===== config.mk =====
export PLATFORM = sky130hd
export DESIGN_NAME = bsc_switchover
export DESIGN_NICKNAME = d
export VERILOG_FILES = /design/src/bsc_pkg.sv /design/src/bsc_switchover.sv
export VERILOG_INCLUDE_DIRS = /design/src
export SDC_FILE = /design/constraint.sdc
export NUM_CORES = 1
export LEC_CHECK = 0
export BUFFER_PORTS_ARGS = -buffer_cell sky130_fd_sc_hd__buf_2
export CORE_MARGIN = 1.5
export CORE_UTILIZATION = 55
export DETAILED_ROUTE_END_ITERATION = 7
export PLACE_DENSITY = 0.81
export SLEW_MARGIN = 20
export SYNTH_ARGS = -nofsm -noshare
export SYNTH_HDL_FRONTEND = slang
export SYNTH_SLANG_ARGS = --single-unit

===== constraint.sdc =====
create_clock -name sys_clk -period 2.3 [get_ports sys_clk]
set_input_delay 0.115 -clock sys_clk [delete_from_list [all_inputs] [get_ports sys_clk]]
set_output_delay 0.115 -clock sys_clk [all_outputs]
set_load 0.005 [all_outputs]

===== src/bsc_defines.svh =====
// register offsets, field positions and reset values of the supply switch-over block
`ifndef BSC_DEFINES_SVH
`define BSC_DEFINES_SVH

`define BSC_ADDR_OSC_CTRL     8'h25
`define BSC_ADDR_SW_CTRL      8'h26
`define BSC_ADDR_FLAGS        8'h2B
`define BSC_ADDR_IRQ_STATUS   8'h40
`define BSC_ADDR_IRQ_MASK     8'h41
`define BSC_ADDR_IRQ_CFG      8'h42

`define BSC_OSC_REDUCED_JITTER_SELECT_BIT      4
`define BSC_OSC_DRV_HI        3
`define BSC_OSC_DRV_LO        2
`define BSC_OSC_CL_HI         1
`define BSC_OSC_CL_LO         0
`define BSC_OSC_RESET         8'h00
`define BSC_OSC_WMASK         8'hFF

`define BSC_SW_OFF_BIT        4
`define BSC_SW_RR_BIT         3
`define BSC_SW_MODE_HI        2
`define BSC_SW_MODE_LO        1
`define BSC_SW_TH_BIT         0
`define BSC_SW_RESET          8'h00
`define BSC_SW_WMASK          8'h1F

`define BSC_FLAG_BIT          0
`define BSC_IRQ_TOBAT_BIT     0
`define BSC_IRQ_TOMAIN_BIT    1
`define BSC_CFG_LEVEL_BIT     0

`define BSC_PULSE_NS          7812500
`define BSC_CLK_NS            50
`define BSC_PULSE_CYCLES      ((`BSC_PULSE_NS) / (`BSC_CLK_NS))

`endif


===== src/bsc_pkg.sv =====
// types of the supply switch-over block
package bsc_pkg;

    typedef enum logic [1:0]
    {
        BSC_DRV_NORMAL = 2'h0,
        BSC_DRV_LOW    = 2'h1,
        BSC_DRV_HIGH   = 2'h2
    } bsc_drive_type;

    typedef enum logic [1:0]
    {
        BSC_CL_7P0  = 2'h0,
        BSC_CL_6P0  = 2'h1,
        BSC_CL_12P5 = 2'h2
    } bsc_load_type;

    typedef enum logic [1:0]
    {
        BSC_ST_MAIN    = 2'b01,
        BSC_ST_BATTERY = 2'b10
    } bsc_state_type;

endpackage


===== src/bsc_switchover.sv =====
// supply switch-over control, oscillator configuration and pin gating
`timescale 1ns/1ps
`default_nettype none
`include "bsc_defines.svh"

// Notes on behaviour
// - Bit 4 of the oscillator register selects reduced clock jitter when set, normal when clear.
// - Oscillator bits 3:2 give normal drive for 00, low for 01 and high for 10 or 11.
// - Oscillator bits 1:0 give 7.0 pF for 00, 6.0 pF for 01 and 12.5 pF for 10 or 11.
// - The supply changed flag is set on every move from main power to battery.
// - The flag can only be read while running from main power.
// - Going to battery raises an interrupt as a pulse or a held low level; returning raises a pulse.
// - On battery the main domain is off and the serial clock and data lines are ignored.
// - On battery the clock output and timestamp output go Hi-Z and the timestamp input is ignored.
// - On battery the switch detector stays active and the first interrupt keeps events but no clock.
// - Bit 4 of the switch register disables the whole switch-over when set.
// - Bit 3 of the switch register holds the refresh rate, low by default and best left so.
// - Switch register bits 2:1 choose the comparison with threshold, battery, higher or lower.
// - Bit 0 of the switch register picks a 1.5 V threshold when clear and 2.8 V when set.
// - Once set the flag stays set until the host clears it by command.
// - The second interrupt output is active only on main power.
module bsc_switchover
(
    input  wire logic                   sys_clk,
    input  wire logic                   nrst,
    input  wire logic [7:0]             regAddr,
    input  wire logic [7:0]             regWrData,
    input  wire logic                   regWrite,
    input  wire logic                   regRead,
    output var  logic [7:0]             regRdData,
    input  wire logic                   vddAboveTh,
    input  wire logic                   vddAboveBat,
    input  wire logic                   serialClkIn,
    input  wire logic                   serialDataIn,
    input  wire logic                   timestampPinIn,
    input  wire logic                   timestampSwitchIn,
    input  wire logic                   clkSource,
    input  wire logic                   timestampOutData,
    input  wire logic                   timestampOutReq,
    input  wire logic                   otherIrqFirst,
    input  wire logic                   otherIrqSecond,
    output var  logic                   onBattery,
    output var  logic                   mainDomainEnable,
    output var  logic                   serialClkQual,
    output var  logic                   serialDataQual,
    output var  logic                   timestampInQual,
    output var  logic                   timestampSwitchQual,
    output var  logic                   clkOut,
    output var  logic                   clkOutEn,
    output var  logic                   timestampOut,
    output var  logic                   timestampOutEn,
    output var  logic                   interruptOutFirstN,
    output var  logic                   interruptOutSecondN,
    output var  logic                   reducedJitterSelect,
    output var  bsc_pkg::bsc_drive_type crystalDriveStrength,
    output var  bsc_pkg::bsc_load_type  loadCapacitanceSelect,
    output var  logic                   switchRefreshRate,
    output var  logic                   thresholdSelect,
    output var  logic [1:0]             switchoverModeSelect,
    output var  logic                   irqOut
);
    import bsc_pkg::*;

    function automatic bsc_drive_type decodeDrive(input logic [1:0] f);
        decodeDrive = (f == 2'h0) ? BSC_DRV_NORMAL : (f == 2'h1) ? BSC_DRV_LOW : BSC_DRV_HIGH;
    endfunction

    function automatic bsc_load_type decodeLoad(input logic [1:0] f);
        decodeLoad = (f == 2'h0) ? BSC_CL_7P0 : (f == 2'h1) ? BSC_CL_6P0 : BSC_CL_12P5;
    endfunction

    localparam int PULSE_CYCLES = `BSC_PULSE_CYCLES;

    logic [7:0]    oscCtrl_reg;
    logic [7:0]    swCtrl_reg;
    logic          flag_reg;
    logic [1:0]    irqStatus_reg;
    logic [1:0]    irqMask_reg;
    logic          levelMode_reg;
    bsc_state_type state_reg;
    bsc_state_type state_next;
    logic [1:0]    thSync_reg;
    logic [1:0]    batSync_reg;
    logic [1:0]    sclSync_reg;
    logic [1:0]    sdaSync_reg;
    logic [1:0]    tsSync_reg;
    logic [1:0]    swSync_reg;
    logic [17:0]   pulseCnt_reg;
    logic          supplyMain;
    logic          toBattery;
    logic          toMain;
    logic          wrOsc;
    logic          wrSw;
    logic          wrFlag;
    logic          rdStatus;
    logic          busLive;

    // two-flop synchronisers for pins and comparators
    always_ff @(posedge sys_clk or negedge nrst)
    begin
        if (!nrst)
        begin
            thSync_reg  <= 2'h3;
            batSync_reg <= 2'h3;
            sclSync_reg <= 2'h0;
            sdaSync_reg <= 2'h0;
            tsSync_reg  <= 2'h0;
            swSync_reg  <= 2'h0;
        end
        else
        begin
            thSync_reg  <= {thSync_reg[0], vddAboveTh};
            batSync_reg <= {batSync_reg[0], vddAboveBat};
            sclSync_reg <= {sclSync_reg[0], serialClkIn};
            sdaSync_reg <= {sdaSync_reg[0], serialDataIn};
            tsSync_reg  <= {tsSync_reg[0], timestampPinIn};
            swSync_reg  <= {swSync_reg[0], timestampSwitchIn};
        end
    end

    // supply verdict from the selected comparison
    always_comb
    begin
        unique case (swCtrl_reg[`BSC_SW_MODE_HI:`BSC_SW_MODE_LO])
            2'h0: supplyMain = thSync_reg[1];
            2'h1: supplyMain = batSync_reg[1];
            2'h2: supplyMain = thSync_reg[1] & batSync_reg[1];
            2'h3: supplyMain = thSync_reg[1] | batSync_reg[1];
        endcase
        if (swCtrl_reg[`BSC_SW_OFF_BIT])
            supplyMain = 1'b1;
    end

    always_comb
    begin
        state_next = state_reg;
        unique case (state_reg)
            BSC_ST_MAIN:    if (!supplyMain) state_next = BSC_ST_BATTERY;
            BSC_ST_BATTERY: if (supplyMain)  state_next = BSC_ST_MAIN;
            default:        state_next = BSC_ST_MAIN;
        endcase
    end

    assign toBattery = (state_reg == BSC_ST_MAIN) && (state_next == BSC_ST_BATTERY);
    assign toMain    = (state_reg == BSC_ST_BATTERY) && (state_next == BSC_ST_MAIN);
    assign busLive   = (state_reg == BSC_ST_MAIN);
    assign wrOsc     = busLive && regWrite && (regAddr == `BSC_ADDR_OSC_CTRL);
    assign wrSw      = busLive && regWrite && (regAddr == `BSC_ADDR_SW_CTRL);
    assign wrFlag    = busLive && regWrite && (regAddr == `BSC_ADDR_FLAGS);
    assign rdStatus  = busLive && regRead && (regAddr == `BSC_ADDR_IRQ_STATUS);

    always_ff @(posedge sys_clk or negedge nrst)
    begin
        if (!nrst)
            state_reg <= BSC_ST_MAIN;
        else
            state_reg <= state_next;
    end

    always_ff @(posedge sys_clk or negedge nrst)
    begin
        if (!nrst)
        begin
            oscCtrl_reg <= `BSC_OSC_RESET;
            swCtrl_reg  <= `BSC_SW_RESET;
        end
        else
        begin
            if (wrOsc)
                oscCtrl_reg <= regWrData & `BSC_OSC_WMASK;
            if (wrSw)
                swCtrl_reg <= regWrData & `BSC_SW_WMASK;
        end
    end

    // sticky flag; the set wins over a clear in the same cycle
    always_ff @(posedge sys_clk or negedge nrst)
    begin
        if (!nrst)
            flag_reg <= 1'b0;
        else if (toBattery)
            flag_reg <= 1'b1;
        else if (wrFlag && !regWrData[`BSC_FLAG_BIT])
            flag_reg <= 1'b0;
    end

    always_ff @(posedge sys_clk or negedge nrst)
    begin
        if (!nrst)
        begin
            irqMask_reg   <= 2'h0;
            levelMode_reg <= 1'b0;
        end
        else
        begin
            if (busLive && regWrite && regAddr == `BSC_ADDR_IRQ_MASK)
                irqMask_reg <= regWrData[1:0];
            if (busLive && regWrite && regAddr == `BSC_ADDR_IRQ_CFG)
                levelMode_reg <= regWrData[`BSC_CFG_LEVEL_BIT];
        end
    end

    // status cleared by read, events win
    always_ff @(posedge sys_clk or negedge nrst)
    begin
        if (!nrst)
            irqStatus_reg <= 2'h0;
        else
            irqStatus_reg <= (rdStatus ? 2'h0 : irqStatus_reg) | {toMain, toBattery};
    end

    always_ff @(posedge sys_clk or negedge nrst)
    begin
        if (!nrst)
            irqOut <= 1'b0;
        else
            irqOut <= |(irqStatus_reg & irqMask_reg);
    end

    // pulse timer on every supply change
    always_ff @(posedge sys_clk or negedge nrst)
    begin
        if (!nrst)
            pulseCnt_reg <= 18'h0;
        else if (toBattery || toMain)
            pulseCnt_reg <= 18'(PULSE_CYCLES);
        else if (pulseCnt_reg != 18'h0)
            pulseCnt_reg <= pulseCnt_reg - 18'h1;
    end

    always_ff @(posedge sys_clk or negedge nrst)
    begin
        if (!nrst)
            regRdData <= 8'h00;
        else if (!regRead || !busLive)
            regRdData <= 8'h00;
        else
        begin
            unique case (regAddr)
                `BSC_ADDR_OSC_CTRL:   regRdData <= oscCtrl_reg;
                `BSC_ADDR_SW_CTRL:    regRdData <= {3'h0, swCtrl_reg[4:0]};
                `BSC_ADDR_FLAGS:      regRdData <= {7'h0, flag_reg};
                `BSC_ADDR_IRQ_STATUS: regRdData <= {6'h0, irqStatus_reg};
                `BSC_ADDR_IRQ_MASK:   regRdData <= {6'h0, irqMask_reg};
                `BSC_ADDR_IRQ_CFG:    regRdData <= {7'h0, levelMode_reg};
                default:              regRdData <= 8'h00;
            endcase
        end
    end

    // pin gating and configuration outputs
    always_ff @(posedge sys_clk or negedge nrst)
    begin
        if (!nrst)
        begin
            onBattery             <= 1'b0;
            mainDomainEnable      <= 1'b0;
            serialClkQual         <= 1'b1;
            serialDataQual        <= 1'b1;
            timestampInQual       <= 1'b0;
            timestampSwitchQual   <= 1'b0;
            clkOut                <= 1'b0;
            clkOutEn              <= 1'b0;
            timestampOut          <= 1'b0;
            timestampOutEn        <= 1'b0;
            interruptOutFirstN    <= 1'b1;
            interruptOutSecondN   <= 1'b1;
            reducedJitterSelect   <= 1'b0;
            crystalDriveStrength  <= BSC_DRV_NORMAL;
            loadCapacitanceSelect <= BSC_CL_7P0;
            switchRefreshRate     <= 1'b0;
            thresholdSelect       <= 1'b0;
            switchoverModeSelect  <= 2'h0;
        end
        else
        begin
            onBattery             <= !busLive;
            mainDomainEnable      <= busLive;
            serialClkQual         <= busLive ? sclSync_reg[1] : 1'b1;
            serialDataQual        <= busLive ? sdaSync_reg[1] : 1'b1;
            timestampInQual       <= busLive & tsSync_reg[1];
            timestampSwitchQual   <= swSync_reg[1];
            clkOut                <= busLive & clkSource;
            clkOutEn              <= busLive;
            timestampOut          <= busLive & timestampOutData;
            timestampOutEn        <= busLive & timestampOutReq;
            interruptOutFirstN    <= !(otherIrqFirst
                                     || (pulseCnt_reg != 18'h0)
                                     || (levelMode_reg && flag_reg));
            interruptOutSecondN   <= !(busLive && (otherIrqSecond
                                     || (pulseCnt_reg != 18'h0)));
            reducedJitterSelect   <= oscCtrl_reg[`BSC_OSC_REDUCED_JITTER_SELECT_BIT];
            crystalDriveStrength  <= decodeDrive(oscCtrl_reg[3:2]);
            loadCapacitanceSelect <= decodeLoad(oscCtrl_reg[1:0]);
            switchRefreshRate     <= swCtrl_reg[`BSC_SW_RR_BIT];
            thresholdSelect       <= swCtrl_reg[`BSC_SW_TH_BIT];
            switchoverModeSelect  <= swCtrl_reg[2:1];
        end
    end
endmodule
`default_nettype wire


==> results.cfg <==
[sta]
tightest_slew_ps = 943
fin_tns_setup_ps = 0
skew_ps = 7.48
hold_violations = 0
setup_viol = 0
finalCriticalPeriod_ps = 2100
fmax_mhz = 477
rsz0062_at_grt = no
maxSlewViolCount = 0
relSlewSlack_pct = 37.1
post-route-period-util_pct = 91.1

[detailed_routing]
drc = 0
vias = 2428
wirelength_mm = 6.34
drt-wirelength-per-cell_um = 14.2
drtIter0Drc = 163
via_per_inst = 5.44
drt_pass1_iterations = 4
ant_nets = 0

[pwr]
power_density_nw_per_um2 = 865
p_leak_nw = 1.92
p_clk_share_pct = 28.9
combPwrFrac_pct = 23.4
p_sw_share_pct = 30.4
fin_total_pwr_mw = 3.55
internal-power_mw = 2.47
irDropWorstVdd_v = 0.000550
p_switching_mw = 1.08
p_seq_share_pct = 47.7

[status]
outcome = complete, no violations

[cells_and_area]
fin_nets = 400
instances_no_fill = 446
drive_above_1_share_pct = 31.5
area_growth_pct = 24.3
insertedDiodeCount = 0
largest_reg_flops = 18
design_area_sq_um = 4110

[clocking]
cts_setup_buffers = 0
clockBufferDepth = 2
cts_buffers = 9
cts_sinks = 80
h-tree-depth = 3
clkLatencyLatePin_ps = 350
clk_pin_slew_ps = 80
clockRootBuffer = clkbuf_8
cts_tree = built

[yosys]
ys_seq_area_share_pct = 60.9
async_flop_share_pct = 100
yosysUniqueCellTypes = 49
synth_seq_cells = 80
avgSynthCellArea_sq_um = 11.9
syn_inst = 278
synth_edf_count = 0
synth_nets = 312
yosys_warnings = 0
syn_area_sq_um = 3300
synth_flop_cell = dfrtp_1

[job]
drv_cap = 0

[critical_path]
end_kind = register
required_ps = 2580
crit_fanout = 7
worstPathArrival_ps = 2370
critPathKind = reg2reg
crit_path_start_kind = register

[floorplan]
start_util_pct = 56.5
die_w_um = 80.5
die_h_um = 80.5
ios = 61
coreArea_sq_um = 5850
rows = 28
die_area_sq_um = 6480

[global_routing]
grt_usage_pct = 21.8
grt_overflow_total = 0
antenna_found_initial = 0
grt_start_max_net_pins = 81
grt_pass1_wl_mm = 10.5
grt_pass1_vias = 2375

[worst_hold_path]
hold_class = in2reg

[placement]
port_buffers = 60
dpl.hpwl_mm = 4.23
placed_cells = 412
dpl-instance-area_sq_um = 3710
place.gp.congestion = 0.826
[cell usage in the layout (no fill, tap or decap), types with 5 or more instances in the layout]
master and instances:
dfrtp_1 71, buf_2 59, nor2_1 26, nand2_1 19
dlygate4sd3_1 18, mux2_2 16, inv_1 11, nor3_1 9
dfstp_2 9, clkbuf_8 9, o21ai_0 8, and2_1 8
buf_4 8, a21oi_1 7, nor2b_1 7, xnor2_1 6
nand2b_1 5, nand3_1 5, nor4_1 5, a22oi_1 5
[cell type report]
type                            instances  area, sq um
Fill cell                             423         1740
Sequential cell                        80         2010
Tap cell                               75         93.8
Inverter                               11         41.3
Multi-Input combinational cell        179         1220
Clock inverter                          7         78.8
Timing Repair Buffer                   85          536
Clock buffer                            9          124
[critical path, cell delays in order (launching register included)]
cell and delay (ps):
dfstp_2 590, inv_1 100, ha_4 270, a31o_2 210, a31o_1 220, a211o_1 350, buf_4 170, nor2_1 110
[through the flow]
stage                     setup WS [ps]  hold slack (ps)  utilization, %
after floorplan                     171             -181               -
after global placement              200              220            63.4
after detailed placement            163              222            63.4
after CTS                           130             24.8            70.0
after global routing               75.1             24.5            70.2
final                               204             39.2            70.2
[cell families after synthesis]
group           count (synthesis)  synth area share, %
mux                            20                 6.66
fa+ha+maj                       3                 1.14
compound gates                 48                 10.7
buf+inv                        19                 2.54
xor+xnor                       10                 2.65
simple gates                   98                 15.4
flops                          80                 60.9
[layer usage]
metal	vias up	GRT usage (%)	wire length, um
met5	-	0	0
met4	0	8.97	82
met3	8	6.02	310
met2	68	35.8	3140
met1	1190	27.1	2800
li1	1162	-	-
[synth_stat cells (all sizes together), types with 2 or more instances]
cell	instances	area [sq um]
a2111oi	2	30.0
a211o	4	35.0
a211oi	5	42.5
a21oi	7	35.0
a22oi	5	37.5
a31o	2	17.5
a31oi	2	12.5
and2	8	50.1
buf	3	23.8
clkbuf	5	18.8
dfrtp	71	1780
dfstp	9	236
ha	3	37.5
inv	11	41.3
mux2	16	180
mux2i	4	40.0
nand2	19	71.3
nand2b	5	31.3
nand3	5	25.0
nand3b	2	15.0
nand4	2	12.5
nor2	26	97.6
nor2b	7	43.8
nor3	11	71.3
nor4	5	31.3
nor4b	2	17.5
o211ai	4	30.0
o21ai	9	45.0
or3	2	12.5
xnor2	6	52.6
xor2	4	35.0
[power by group through the flow]
stage / registers (mW) / clock network (mW) / logic (mW)
after global routing: 1.71 / 1.12 / 0.941
final: 1.69 / 1.03 / 0.831
after detailed placement: 1.72 / 0 / 0.776
after floorplan: 1.71 / 0 / 0.506
after global placement: 1.71 / 0 / 0.752
after CTS: 1.69 / 1.06 / 0.811
[repair_timing]
action / 4_1_cts / 5_1_grt
resized for setup: 0 / 2
hold buffers: 18 / 0
setup endpoints to repair: 0 / 2
endpoints found under the hold margin: 89 / 0
[worst paths after layout]
kind | startpoint | cells past startpoint | slack, ps | endpoint
max | state_reg[0] | 7 | 200 | pulseCnt_reg[11]
max in group asynchronous | nrst | 2 | 1230 | pulseCnt_reg[17]
max reg2reg | state_reg[0] | 7 | 200 | pulseCnt_reg[11]
min reg2reg | swSync_reg[1] | 0 | 350 | timestampSwitchQual
min in group asynchronous | nrst | 2 | 440 | timestampSwitchQual
min | regWrData[1] | 2 | 40 | oscCtrl_reg[1]
Note: power is estimated with default switching activity, not from simulation.
